## config.mk

```make
export PLATFORM = sky130hd
export DESIGN_NAME = spimsp_top
export DESIGN_NICKNAME = d
export VERILOG_FILES = /design/src/shared/spimsp_pkg.sv /design/src/verilog/spimsp_top.sv /design/src/verilog/spimsp_baud_div.sv
export SDC_FILE = /design/constraint.sdc
export NUM_CORES = 1
export LEC_CHECK = 0
export BUFFER_PORTS_ARGS = -buffer_cell sky130_fd_sc_hd__clkbuf_2
export CAP_MARGIN = 5
export CORE_MARGIN = 2
export CORE_UTILIZATION = 55
export CTS_CLUSTER_SIZE = 16
export DETAILED_ROUTE_END_ITERATION = 16
export GPL_TIMING_DRIVEN = 1
export PLACE_DENSITY = 0.75
export SYNTH_ARGS = -nofsm -noshare
export SYNTH_HDL_FRONTEND = slang
export SYNTH_SLANG_ARGS = --single-unit
export TNS_END_PERCENT = 5
```

## constraint.sdc

```tcl
create_clock -name i_clk -period 3.35 [get_ports i_clk]
set_clock_uncertainty 0.1 [all_clocks]
set_input_delay 0.67 -clock i_clk [delete_from_list [all_inputs] [get_ports i_clk]]
set_output_delay 0.67 -clock i_clk [all_outputs]
set_load 0.03 [all_outputs]
```

## src/shared/spimsp_pkg.sv

```systemverilog
/*
  spimsp_pkg: register map, field positions, reset values, engine states and
  the pin bundle of the serial port.
  assumes an 8-bit register port with a 3-bit word address.
*/
package spimsp_pkg;
  localparam int ADDR_W = 3;
  localparam int DATA_W = 8;
  localparam int DIV_W = 11;

  // register addresses
  localparam logic [ADDR_W-1:0] ADDR_DATA = 3'h0;
  localparam logic [ADDR_W-1:0] ADDR_CTRL = 3'h1;
  localparam logic [ADDR_W-1:0] ADDR_MODE = 3'h2;
  localparam logic [ADDR_W-1:0] ADDR_BAUD = 3'h3;
  localparam logic [ADDR_W-1:0] ADDR_STAT = 3'h4;

  // control register fields
  localparam int CTL_EN = 0;
  localparam int CTL_MST = 1;
  localparam int CTL_CPOL = 2;
  localparam int CTL_CLOCK_PHASE = 3;
  localparam int CTL_LSBF = 4;
  localparam int CTL_SELECT_OUTPUT_ENABLE = 5;

  // pin mode register fields
  localparam int MOD_FLT = 0;
  localparam int MOD_1W = 1;
  localparam int MOD_1WOE = 2;

  // rate field in bits 2:0, prescale field in bits 6:4
  localparam int BAUD_RATE_LO = 0;
  localparam int BAUD_PRE_LO = 4;

  // status fields
  localparam int STAT_RXF = 7;
  localparam int STAT_TXE = 5;
  localparam int STAT_FLT = 4;

  // reset values
  localparam logic [DATA_W-1:0] CTRL_RST = 8'h00;
  localparam logic [DATA_W-1:0] MODE_RST = 8'h00;
  localparam logic [DATA_W-1:0] BAUD_RST = 8'h00;
  localparam logic [DATA_W-1:0] BYTE_RST = 8'h00;

  // sixteen serial clock edges make one byte
  localparam logic [3:0] EDGE_LAST = 4'hF;

  typedef enum logic [1:0] {
    ST_IDLE = 2'b00,
    ST_SHIFT = 2'b01,
    ST_DONE = 2'b11
  } spimsp_state_t;

  typedef struct packed {
    logic sck;
    logic mosi;
    logic miso;
    logic ss;
  } spimsp_pins_t;
endpackage

```

## src/verilog/spimsp_top.sv

```systemverilog
/*
  spimsp_top: serial peripheral port, master or slave, with double-buffered
  transmit and receive paths, bit-rate divider and pin control.
  assumes pin inputs are synchronous to i_clk and the register port follows
  the one-cycle strobe protocol with read data in the following cycle.
*/
// How it works
// RULE_01: bit-rate path first divides the bus clock by a prescale of one to eight.
// RULE_02: prescaled clock is then divided by a power of two, 2 to 256.
// RULE_03: free shifter takes the queued byte, transmit-empty sets, transfer starts.
// RULE_04: data is sampled on one serial edge and changed half a period later.
// RULE_05: after eight clocks the byte moves to the receive buffer, receive-full sets.
// RULE_06: a byte waiting at transfer end loads at once and starts the next.
// RULE_07: most significant bit first, least first when bit order is set.
// RULE_08: external master holds select low for the whole transfer.
// RULE_09: with phase 0 select returns high between bytes; phase 1 may stay low.
// RULE_10: one byte queues while another shifts; one received byte is held.
// RULE_11: byte completing while receive buffer is full is dropped, no flag.
// RULE_12: phase 0 slave drives its first bit as soon as select goes low.
// RULE_13: disabled port releases all four pins to ordinary port control.
// RULE_14: clock pin is an input in slave mode and an output in master mode.
// RULE_15: master-out pin: master output, slave input, master single-wire pin.
// RULE_16: master-in pin: master input, slave output, slave single-wire pin.
// RULE_17: select pin: slave select input; master fault input or select output.
// RULE_18: data read gives receive buffer; write fills transmit buffer, starts master.
// RULE_19: host writes only when transmit-empty and reads before the next byte ends.
// RULE_20: after reset disabled, buffers empty, transmit-empty set, receive-full clear.
`timescale 1ns/1ns
module spimsp_top (
  // clock and reset
  input wire logic i_clk,
  input wire logic i_sys_rst,
  // register port
  input wire logic [spimsp_pkg::ADDR_W-1:0] i_addr,
  input wire logic [spimsp_pkg::DATA_W-1:0] i_wdata,
  input wire logic i_wr,
  input wire logic i_rd,
  output logic [spimsp_pkg::DATA_W-1:0] o_rdata,
  // serial pins
  input wire spimsp_pkg::spimsp_pins_t i_pin,
  output spimsp_pkg::spimsp_pins_t o_pin,
  output spimsp_pkg::spimsp_pins_t o_pin_oe_n,
  output spimsp_pkg::spimsp_pins_t o_pin_own
);
  import spimsp_pkg::*;

  logic [7:0] ctrl_q;
  logic [7:0] mode_q;
  logic [7:0] baud_q;
  logic [7:0] tx_buf_q;
  logic [7:0] rx_buf_q;
  logic tx_empty_q;
  logic rx_full_q;
  logic fault_q;
  spimsp_state_t state_q;
  spimsp_state_t state_d;
  logic [7:0] tx_sh_q;
  logic [7:0] rx_sh_q;
  logic msample_q;
  logic sh_full_q;
  logic [3:0] edge_q;
  logic sck_in_q;
  logic tick;
  spimsp_pins_t pin_q;
  spimsp_pins_t oe_n_q;
  spimsp_pins_t own_q;
  spimsp_pins_t pin_d;
  spimsp_pins_t oe_n_d;
  spimsp_pins_t own_d;
  logic [7:0] rdata_q;
  logic [7:0] rdata_d;
  logic [7:0] stat_w;

  // field decode
  wire en = ctrl_q[CTL_EN];
  wire master = en & ctrl_q[CTL_MST];
  wire slave = en & ~ctrl_q[CTL_MST];
  wire cpol = ctrl_q[CTL_CPOL];
  wire clock_phase = ctrl_q[CTL_CLOCK_PHASE];
  wire lsbf = ctrl_q[CTL_LSBF];
  wire select_output_enable = ctrl_q[CTL_SELECT_OUTPUT_ENABLE];
  wire flt_en = mode_q[MOD_FLT];
  wire one_wire = mode_q[MOD_1W];
  wire one_wire_oe = mode_q[MOD_1WOE];
  wire [2:0] rate = baud_q[BAUD_RATE_LO +: 3];
  wire [2:0] presc = baud_q[BAUD_PRE_LO +: 3];

  // register port decode
  wire wr_data = i_wr & (i_addr == ADDR_DATA);
  wire wr_ctrl = i_wr & (i_addr == ADDR_CTRL);
  wire wr_mode = i_wr & (i_addr == ADDR_MODE);
  wire wr_baud = i_wr & (i_addr == ADDR_BAUD);
  wire rd_data = i_rd & (i_addr == ADDR_DATA);
  wire rd_stat = i_rd & (i_addr == ADDR_STAT);

  // select and clock edges seen from the pins
  wire ss_low = ~i_pin.ss;
  wire slave_sel = slave & ss_low;
  wire sck_edge = slave_sel & (i_pin.sck != sck_in_q);
  // fault: another master pulls our select pin low while we are master
  wire fault_ev = master & flt_en & ~select_output_enable & ss_low; // see RULE_17
  wire shifting = state_q == ST_SHIFT;
  wire done = state_q == ST_DONE;
  // an external master raising select mid-byte aborts it
  wire slave_abort = slave & ~ss_low & shifting; // see RULE_08 see RULE_09

  // serial edge events; odd edge counts are trailing edges
  wire edge_ev = master ? (tick & shifting) : (sck_edge & ~done);
  wire leading = ~edge_q[0];
  // phase 1 changes data on leading edges, phase 0 on trailing ones
  wire shift_ev = edge_ev & (clock_phase ? (leading & (edge_q != 4'h0)) : ~leading); // see RULE_04
  wire sample_ev = edge_ev & (clock_phase ? ~leading : leading); // see RULE_04
  wire last_ev = edge_ev & (edge_q == EDGE_LAST); // see RULE_05

  // data direction follows mode and single-wire selection
  wire in_bit = (master ^ one_wire) ? i_pin.miso : i_pin.mosi; // see RULE_15 see RULE_16
  wire out_bit = lsbf ? tx_sh_q[0] : tx_sh_q[7]; // see RULE_07
  wire [7:0] rx_shifted = lsbf ? {in_bit, rx_sh_q[7:1]} : {rx_sh_q[6:0], in_bit}; // see RULE_07
  wire [7:0] tx_shifted = lsbf ? {1'b0, tx_sh_q[7:1]} : {tx_sh_q[6:0], 1'b0};
  // the master's clock pin lags its edge events by a cycle; sampling at the pin edge keeps
  // a one-clock half period from catching the bit the partner is just changing
  wire rx_step = master ? msample_q : sample_ev; // see RULE_04
  wire [7:0] rx_final = rx_step ? rx_shifted : rx_sh_q;

  // shifter takes the queued byte when free or right at the end of a byte
  wire load = en & ~tx_empty_q & (~sh_full_q | done); // see RULE_03 see RULE_06 see RULE_10
  // a read in the same cycle frees the buffer, so the new byte is kept
  wire rx_take = done & (~rx_full_q | rd_data); // see RULE_11

  // pin drive decisions
  wire drive_sck = master; // see RULE_14
  wire drive_mosi = master & (~one_wire | one_wire_oe); // see RULE_15
  wire drive_miso = slave_sel & (~one_wire | one_wire_oe); // see RULE_16 see RULE_12
  wire drive_ss = master & flt_en & select_output_enable; // see RULE_17

  spimsp_baud_div #(
    .W(DIV_W)
  ) u_div (
    .i_clk(i_clk),
    .i_sys_rst(i_sys_rst),
    .i_run(master & shifting),
    .i_presc(presc),
    .i_rate(rate),
    .o_tick(tick)
  );

  always_comb begin
    state_d = state_q;
    unique case (state_q)
      ST_IDLE: begin
        if (master & (sh_full_q | load)) begin
          state_d = ST_SHIFT; // see RULE_03
        end else if (sck_edge) begin
          state_d = ST_SHIFT;
        end
      end
      ST_SHIFT: begin
        if (last_ev) begin
          state_d = ST_DONE;
        end
      end
      ST_DONE: begin
        state_d = (master & load) ? ST_SHIFT : ST_IDLE; // see RULE_06
      end
      default: begin
        state_d = ST_IDLE;
      end
    endcase
    if (~en | fault_ev | slave_abort) begin
      state_d = ST_IDLE;
    end
  end

  // status and read mux
  always_comb begin
    stat_w = 8'h00;
    stat_w[STAT_RXF] = rx_full_q;
    stat_w[STAT_TXE] = tx_empty_q;
    stat_w[STAT_FLT] = fault_q;
    rdata_d = 8'h00;
    if (i_rd) begin
      unique case (i_addr)
        ADDR_DATA: rdata_d = rx_buf_q; // see RULE_18
        ADDR_CTRL: rdata_d = ctrl_q;
        ADDR_MODE: rdata_d = mode_q;
        ADDR_BAUD: rdata_d = baud_q;
        ADDR_STAT: rdata_d = stat_w;
        default: rdata_d = 8'h00;
      endcase
    end
  end

  // pins: idle clock level is cpol, select output low only while shifting
  assign pin_d = '{sck: cpol ^ edge_q[0], mosi: out_bit, miso: out_bit, ss: ~shifting};
  assign oe_n_d = '{sck: ~drive_sck, mosi: ~drive_mosi, miso: ~drive_miso, ss: ~drive_ss};
  // ownership drops to the port logic for unused pins and when disabled
  assign own_d = '{sck: en, mosi: en & ~(slave & one_wire), // see RULE_13
                   miso: en & ~(master & one_wire), ss: slave | (master & flt_en)};

  always_ff @(posedge i_clk or posedge i_sys_rst) begin
    if (i_sys_rst) begin
      ctrl_q <= CTRL_RST; // see RULE_20
      mode_q <= MODE_RST;
      baud_q <= BAUD_RST;
    end else begin
      if (wr_ctrl | fault_ev) begin
        // a fault forces the port out of master mode
        ctrl_q <= fault_ev ? (ctrl_q & ~(8'h01 << CTL_MST)) : i_wdata;
      end
      if (wr_mode) begin
        mode_q <= i_wdata;
      end
      if (wr_baud) begin
        baud_q <= i_wdata;
      end
    end
  end

  always_ff @(posedge i_clk or posedge i_sys_rst) begin
    if (i_sys_rst) begin
      tx_buf_q <= BYTE_RST;
      tx_empty_q <= 1'b1; // see RULE_20
    end else begin
      if (wr_data) begin
        tx_buf_q <= i_wdata; // see RULE_18
      end
      // a write in the load cycle queues a fresh byte, so it wins
      tx_empty_q <= ~wr_data & (tx_empty_q | load); // see RULE_03
    end
  end

  always_ff @(posedge i_clk or posedge i_sys_rst) begin
    if (i_sys_rst) begin
      rx_buf_q <= BYTE_RST;
      rx_full_q <= 1'b0; // see RULE_20
      fault_q <= 1'b0;
    end else begin
      if (rx_take) begin
        rx_buf_q <= rx_final; // see RULE_05
      end
      rx_full_q <= rx_take | (rx_full_q & ~rd_data);
      fault_q <= fault_ev | (fault_q & ~rd_stat);
    end
  end

  always_ff @(posedge i_clk or posedge i_sys_rst) begin
    if (i_sys_rst) begin
      tx_sh_q <= BYTE_RST;
      sh_full_q <= 1'b0;
    end else begin
      if (load) begin
        tx_sh_q <= tx_buf_q;
      end else if (shift_ev) begin
        tx_sh_q <= tx_shifted;
      end
      sh_full_q <= load | (sh_full_q & ~done & en);
    end
  end

  always_ff @(posedge i_clk or posedge i_sys_rst) begin
    if (i_sys_rst) begin
      rx_sh_q <= BYTE_RST;
      msample_q <= 1'b0;
      edge_q <= 4'h0;
      sck_in_q <= 1'b0;
      state_q <= ST_IDLE;
    end else begin
      if (rx_step) begin
        rx_sh_q <= rx_shifted;
      end
      msample_q <= master & sample_ev;
      edge_q <= (state_d == ST_IDLE) ? 4'h0 : edge_q + {3'h0, edge_ev};
      sck_in_q <= i_pin.sck;
      state_q <= state_d;
    end
  end

  always_ff @(posedge i_clk or posedge i_sys_rst) begin
    if (i_sys_rst) begin
      pin_q <= '0;
      oe_n_q <= '1;
      own_q <= '0;
      rdata_q <= 8'h00;
    end else begin
      pin_q <= pin_d;
      oe_n_q <= oe_n_d;
      own_q <= own_d;
      rdata_q <= rdata_d;
    end
  end

  assign o_pin = pin_q;
  assign o_pin_oe_n = oe_n_q;
  assign o_pin_own = own_q;
  assign o_rdata = rdata_q;

  a_tx_load_flag: assert property (@(posedge i_clk) disable iff (i_sys_rst) // see RULE_03
    load && !wr_data |=> tx_empty_q && sh_full_q)
    else $error("queued byte did not move to shifter");

  a_rx_take_byte: assert property (@(posedge i_clk) disable iff (i_sys_rst) // see RULE_05
    done && !rx_full_q |=> rx_full_q && rx_buf_q == $past(rx_final))
    else $error("completed byte not placed in receive buffer");

  a_rx_overrun_drop: assert property (@(posedge i_clk) disable iff (i_sys_rst) // see RULE_11
    done && rx_full_q && !rd_data |=> rx_full_q && rx_buf_q == $past(rx_buf_q))
    else $error("overrun byte overwrote unread data");

  a_next_byte_start: assert property (@(posedge i_clk) disable iff (i_sys_rst) // see RULE_06
    done && master && !tx_empty_q && !fault_ev && !wr_ctrl |=> shifting && tx_empty_q == !$past(wr_data))
    else $error("waiting byte did not start at once");

  a_pins_released: assert property (@(posedge i_clk) disable iff (i_sys_rst) // see RULE_13
    !en |=> o_pin_oe_n == 4'hF && o_pin_own == 4'h0)
    else $error("disabled port still holds pins");

  a_sck_direction: assert property (@(posedge i_clk) disable iff (i_sys_rst) // see RULE_14
    en |=> o_pin_oe_n.sck == !$past(master))
    else $error("clock pin direction wrong for mode");

  a_prescale_eight: assert property (@(posedge i_clk) disable iff (i_sys_rst) // see RULE_01
    tick && presc == 3'h7 && rate == 3'h0 && !wr_baud |=> !tick [*7])
    else $error("prescale of eight ticks too early");

  a_rate_power_two: assert property (@(posedge i_clk) disable iff (i_sys_rst) // see RULE_02
    tick && presc == 3'h0 && rate == 3'h3 && !wr_baud |=> !tick [*7])
    else $error("rate divider ticks too early");

  a_read_data_reg: assert property (@(posedge i_clk) disable iff (i_sys_rst) // see RULE_18
    rd_data |=> o_rdata == $past(rx_buf_q))
    else $error("data read did not return receive buffer");

  a_phase0_first_bit: assert property (@(posedge i_clk) disable iff (i_sys_rst) // see RULE_12
    slave_sel && !clock_phase && !one_wire |=> !o_pin_oe_n.miso && o_pin.miso == $past(out_bit))
    else $error("phase 0 slave not driving first bit");

  a_msb_first_load: assert property (@(posedge i_clk) disable iff (i_sys_rst) // see RULE_07
    load && !lsbf && !wr_ctrl |=> out_bit == $past(tx_buf_q[7]))
    else $error("first bit out is not the top bit");

  a_reset_values: assert property (@(posedge i_clk) disable iff (i_sys_rst) // see RULE_20
    $past(i_sys_rst) |-> tx_empty_q && !rx_full_q && !en && state_q == ST_IDLE)
    else $error("wrong state after reset");
endmodule

```

## src/verilog/spimsp_baud_div.sv

```systemverilog
/*
  spimsp_baud_div: half-period tick generator for the master serial clock.
  assumes i_run drops between bytes, so every byte starts on a fresh count.
*/
`timescale 1ns/1ns
module spimsp_baud_div #(
  parameter int W = 11
) (
  // clock and reset
  input wire logic i_clk,
  input wire logic i_sys_rst,
  // control
  input wire logic i_run,
  input wire logic [2:0] i_presc,
  input wire logic [2:0] i_rate,
  // half-period pulse
  output logic o_tick
);
  logic [W-1:0] cnt_q;
  logic [W-1:0] cnt_d;

  // half period = prescale (1..8) times half of 2..256
  wire [W-1:0] half = W'({1'b0, i_presc} + 4'h1) << i_rate; // see RULE_01 see RULE_02

  assign o_tick = i_run & (cnt_q == half - W'(1));
  assign cnt_d = (~i_run | o_tick) ? '0 : cnt_q + W'(1);

  always_ff @(posedge i_clk or posedge i_sys_rst) begin
    if (i_sys_rst) begin
      cnt_q <= '0;
    end else begin
      cnt_q <= cnt_d;
    end
  end
endmodule

```

# --- Yosys cells after proc, flatten, opt, wreduce, memory -nomap -nowiden ---
# Cells that the tools add are included.
totals:
  input_bits: 19
  regBits: 98
  out_inout_bits: 20
  elab_cells: 149
classes:
  shifts: 1
  n_eq_ne: 9
  n_mux: 22
  bitwise_logic: 78
  n_reduce_logical: 6
  n_addsub: 4
op_table:
  columns: ["operator", "n"]
  rows:
  - ["$mux 8", 6]
  - ["$and 1x1->1", 41]
  - ["$pmux 8 s5", 1]
  - ["$not 1->1", 22]
  - ["$or 1x1->1", 13]
  - ["$add 11x1->11 const B", 1]
  - ["$eq 11x11->1", 1]
  - ["$mux 11", 1]
  - ["$shl 11x3->11", 1]
  - ["$sub 11x1->11 const B", 1]
  - ["$mux 2", 5]
  - ["$mux 1", 7]
  - ["$eq 3x2->1 const B", 2]
  - ["$pmux 2 s3", 1]
  - ["$add 3x1->4 const B", 1]
  - ["$add 4x1->4", 1]
  - ["$eq 4x4->1 const B", 1]
  - ["$logic_not 2->1", 2]
  - ["$mux 4", 1]
  - ["$reduce_bool 4->1", 1]
  - ["$eq 3x1->1 const B", 1]
  - ["$eq 3x3->1 const B", 1]
  - ["$logic_not 3->1", 1]
  - ["$eq 2x1->1 const B", 1]
  - ["5 further kinds", 6]

# --- Longest topological paths before layout ---
logic_depth:
  word_depth: 13
  depth_mapped: 16
  depth_no_buf: 16

# --- By module ---
# From an unflattened synthesis, not the netlist that was laid out.
hier_totals:
  cells_unflattened: 488
  hier_area_um2: 5367.6
by_module_without_submodules:
  columns: ["module", "n_inst", "seq_area_each_um2", "area_each_um2", "cells_each"]
  rows:
  - ["spimsp_top", 1, 2183.3, 4011.3, 322]
  - ["spimsp_baud_div", 1, 275.3, 1356.3, 166]

# --- Least setup slack after synthesis ---
# OpenSTA, ideal clock, no wires.
synth_path:
  kind: "reg-to-reg"
  from: "register baud_q[4]"
  to: "register tx_sh_q[0]"
  path_stages_with_launch: 12
  n_path_buf: 1
  required_ns: 3.125
  slack_ns: -0.289
  synth_period_minus_slack_ns: 3.639
  arrival_time_ns: 3.414
  setup_ns: 0.125
  path_cell_list: "dfrtp_1 ha_1 and2b_2 and3_2 a32o_2 o211ai_2 xor3_1 a2111o_1 or3_1 o31a_1 buf_6 mux2_4"
synth_between:
  elab_chain_cells: 9
synth_lines:
  columns: ["item", "line_no", "source"]
  rows:
  - ["start, declared", "spimsp_top.sv:49", "logic [7:0] baud_q;"]
  - ["start signal, assigned", "spimsp_top.sv:214", "baud_q <= i_wdata;"]
  - ["$add 3x1->4", "spimsp_baud_div.sv:23", "wire [W-1:0] half = W'({1'b0, i_presc} + 4'h1) << i_rate;"]
  - ["$shl 11x3->11", "spimsp_baud_div.sv:23", null]
  - ["$sub 11x1->11", "spimsp_baud_div.sv:25", "assign o_tick = i_run & (cnt_q == half - W'(1));"]
  - ["$eq 11x11->1", "spimsp_baud_div.sv:25", null]
  - ["$and 1x1->1", "spimsp_baud_div.sv:25", null]
  - ["$and 1x1->1", "spimsp_top.sv:108", "wire edge_ev = master ? (tick & shifting) : (sck_edge & ~done);"]
  - ["$mux 1", "spimsp_top.sv:108", null]
  - ["$and 1x1->1", "spimsp_top.sv:111", "wire shift_ev = edge_ev & (clock_phase ? (leading & (edge_q != 4'h0)) : ~leading);"]
  - ["$reduce_bool 2->1 (no line)", null, null]
  - ["end signal, assigned", "spimsp_top.sv:252", "tx_sh_q <= tx_buf_q;"]
  - ["end signal, assigned", "spimsp_top.sv:254", "tx_sh_q <= tx_shifted;"]
  - ["end, declared", "spimsp_top.sv:57", "logic [7:0] tx_sh_q;"]
# No other way between the ends.
# A chain may end at the register's enable or synchronous reset.

# --- Worst setup path after layout ---
layout_path:
  from: "register baud_q[4]"
  to: "register edge_q[2]"
layout_between:
  elab_chain_cells: 13
  word_cells_on_any_way: 14
  cone_classes: "3 x add/sub; 1 x eq/ne; 1 x shift; 5 x mux; 3 x bitwise; 1 x reduce/logical"
layout_lines:
  columns: ["item", "line_no", "source"]
  rows:
  - ["$add 3x1->4 *", "spimsp_baud_div.sv:23", null]
  - ["$shl 11x3->11 *", "spimsp_baud_div.sv:23", null]
  - ["$sub 11x1->11 *", "spimsp_baud_div.sv:25", null]
  - ["$eq 11x11->1 *", "spimsp_baud_div.sv:25", null]
  - ["$and 1x1->1 *", "spimsp_baud_div.sv:25", null]
  - ["$and 1x1->1 *", "spimsp_top.sv:108", null]
  - ["$mux 1 *", "spimsp_top.sv:108", null]
  - ["$and 1x1->1", "spimsp_top.sv:113", "wire last_ev = edge_ev & (edge_q == EDGE_LAST);"]
  - ["$mux 2", "spimsp_top.sv:158", "if (last_ev) begin"]
  - ["$pmux 2 s3", "spimsp_top.sv:149", "unique case (state_q)"]
  - ["$mux 2", "spimsp_top.sv:169", "if (~en | fault_ev | slave_abort) begin"]
  - ["$logic_not 2->1", "spimsp_top.sv:272", "edge_q <= (state_d == ST_IDLE) ? 4'h0 : edge_q + {3'h0, edge_ev};"]
  - ["$mux 4 *", "spimsp_top.sv:272", null]
  - ["end signal, assigned", "spimsp_top.sv:272", null]
  - ["end, declared", "spimsp_top.sv:61", "logic [3:0] edge_q;"]
# Mark *: on every way between the ends. The rest lies on a longest branch, timed or not.

==> impl_metrics.ini <==
[grt]
grt_pass1_vias = 4026
grt_pass1_wl_mm = 20.2
grt_start_max_net_pins = 63
grt_usage = 0.254
grt-ovfl-total = 0
antenna_found_initial = 0

[logic_synthesis]
synth_fp_nets = 528
yosys.area.top_type = dfrtp_1
ys_seq_elements = 98
yosysSeqAreaShare = 0.467
async_flop_share = 1.00
synth_cell_type_count = 67
synth_area_per_cell_um2 = 10.5
synthTopCellsByArea = dfrtp_1 44%, mux2_2 8.1%, mux2i_1 4.8%
synthCells = 503
synth_top_area_frac = 0.442
synth_edf_count = 0
synthesis.area_um2 = 5270
ys_warn_count = 0
synthFlopType = dfrtp_1

[floorplan]
core_region_area_um2 = 9280
fp.dieW_um = 102
ios = 39
initial_core_util = 0.567
die_y_um = 102
row_count = 35
fp.dieArea_um2 = 10400

[critical_path]
worstPathMaxFanout = 4
worstPathRequired_ns = 3.46
crit_type = reg -> reg
cp-start-kind = flip-flop
arrival_ns = 3.55
r2r_slack_ns = -0.09
critPathCaptureType = flip-flop

[power_and_ir_drop]
p_leak_uw = 0.00289
switching_power_uw = 1350
p_total_uw = 3700
seqPwrFrac = 0.423
p_clk_frac = 0.196
ir_worst_vdd_uv = 374
combPwrFrac = 0.380
power_density_nw_per_um2 = 587
switching_share = 0.365
intPower_uw = 2350

[sta]
min_period_ns = 3.44
setup_slack_ns = -0.0908
setup_viol = 11
drv_slew = 0
fin_crit_sh = 1.03
relSlewSlack = 0.292
rsz0062_at_grt = true
worst_slew_pin_slew_ns = 1.06
hold_viol_final = 0
setup_tns_ns = -0.663
fmax_mhz = 291

[worst_hold_path]
hp-class = in -> async

[cells_and_area]
drive_gt1_frac = 0.341
n_antenna_cell = 0
nNetsFinal = 613
syn2layout_area_growth_pct = 19.5
design_area_um2 = 6290

[route]
vias_per_cell = 5.71
detailroute.via_count = 4121
ant_nets = 0
wl_mm = 12.6
drt_iter0_drc = 227
drt-wirelength-per-cell_um = 17.4
drtPass1Iterations = 5
drc_errors = 0

[clocking]
ctsHoldBuffers = 0
clk_transition_reported_paths_ns = 0.10
cts-buffers-inserted = 9
cts-root-buf = clkbuf_8
clk_latency_ns = 0.36
cts_max_level = 3
clock-sinks = 98
clockBufferDepth = 2
tritoncts = yes

[placement]
portBuffers = 38
pre_cts_slack_ns = -0.251
placed_area_um2 = 5960
dp.final_hpwl_mm = 9.37
gp_congestion = 0.894

[run_status]
violations = negative setup slack
outcome = finished with violations

[job]
max_cap_violations = 0
==> final timing paths <==
kind | startpoint | to | cells past startpoint
setup reg to reg | baud_q[4] | edge_q[2] | 14
setup / recovery | baud_q[4] | edge_q[2] | 14
max in group asynchronous | i_sys_rst | o_pin_oe_n[3] | 3
hold reg to reg | fault_q | fault_q | 2
min in group i_clk | i_pin[3] | sck_in_q | 1
hold / removal | i_sys_rst | edge_q[2] | 2
==> layer usage <==
metal | vias up | wire length (µm) | track usage
li1 | 1968 | - | -
met1 | 2041 | 5600 | 0.362
met2 | 95 | 6200 | 0.409
met3 | 17 | 530 | 0.0383
met4 | 0 | 230 | 0.0759
met5 | - | 0 | 0
==> per-stage QoR <==
| step | std cells | hold slack (ns) | utilization |
|---|---|---|---|
| after floorplan | 503 | 0.252 | - |
| after global placement | 705 | 0.364 | 0.642 |
| after detailed placement | 705 | 0.368 | 0.642 |
| after CTS | 721 | 0.142 | 0.666 |
| after global routing | 722 | 0.153 | 0.678 |
| final | 722 | 0.143 | 0.678 |
==> power groups by stage <==
stage / Sequential, µW / Clock [µW] / Combinational [µW]
2_1_floorplan: 1570 / 0 / 857
3_3_place_gp: 1570 / 0 / 1320
3_5_place_dp: 1580 / 0 / 1350
4_1_cts: 1560 / 742 / 1370
5_1_grt: 1590 / 786 / 1530
6_report: 1570 / 725 / 1410
==> cells by family after synthesis <==
logic type               count (synthesis)  share of synthesized area
XOR/XNOR                                30                     0.0542
AND/OR/NAND/NOR                        164                      0.152
multiplexers                            70                      0.149
buffers and inverters                   38                     0.0354
AO/OA/AOI/OAI                           97                      0.129
flip-flops                              98                      0.467
adder cells (fa/ha/maj)                  6                     0.0143
==> synthesized netlist by cell type (4+ instances only) <==
master and count:
a21boi_0 5, a21oi_1 13, a22oi_1 8, and2_1 4, and3_1 4, clkbuf_1 10
dfrtp_1 93, dfstp_2 5, ha_1 6, inv_1 16, mux2_2 38, mux2_4 7
mux2i_1 25, nand2_1 52, nand2b_1 6, nand3_1 22, nand4_1 4, nor2_1 33
nor2b_1 6, nor3_1 10, nor4_1 4, o211ai_1 5, o21ai_0 29, o22a_1 8
xnor2_1 13, xor2_1 15
==> what timing repair did <==
action	4_1_cts	5_1_grt
hold endpoints to repair	0	0
pin swaps	8	10
gates resized for setup	7	21
setup endpoints to repair	11	13
buffers inserted	0	1
==> worst max-delay path, stage by stage (launching register included) <==
cell      delay [ns]
dfrtp_2         0.43
ha_4            0.29
and2b_2         0.23
buf_4           0.13
a32o_2          0.27
o211ai_2        0.15
xor3_1          0.24
a2111o_1        0.45
nor4_4          0.33
a21oi_2         0.11
inv_1           0.10
ha_4            0.16
ha_4            0.13
xnor2_2         0.11
nor3_2          0.06
==> flip-flops by register name (all words and copies together) (netlist names), 4 cells and up <==
name / cells
o_pin_own: 4
u_div.cnt_q: 11
baud_q: 8
rx_buf_q: 8
o_pin_oe_n: 4
edge_q: 4
ctrl_q: 8
mode_q: 8
tx_buf_q: 8
rx_sh_q: 8
o_rdata: 8
tx_sh_q: 8
==> cell usage in the layout, fill, tap and decap left out, drive strengths merged, types with 10 or more instances in the layout <==
master  netlist  final
nor2         34     34
a21oi        13     13
xor2         15     15
buf          11     58
nand3        22     22
mux2i        25     25
xnor2        14     14
clkbuf       10     47
o21ai        31     31
mux2         45     45
dfrtp        93     93
inv          16     19
nand2        52     52
nor3         10     10
==> final cells by class <==
cell class	count	area, µm²
fill	753	2990
inverter	16	63.8
timing repair buffer	96	638
tap	129	161
sequential	98	2460
clock inverter	7	58.8
multi-input combinational	367	2790
clock buffer	9	124
Power figures use the tool's default switching activity.
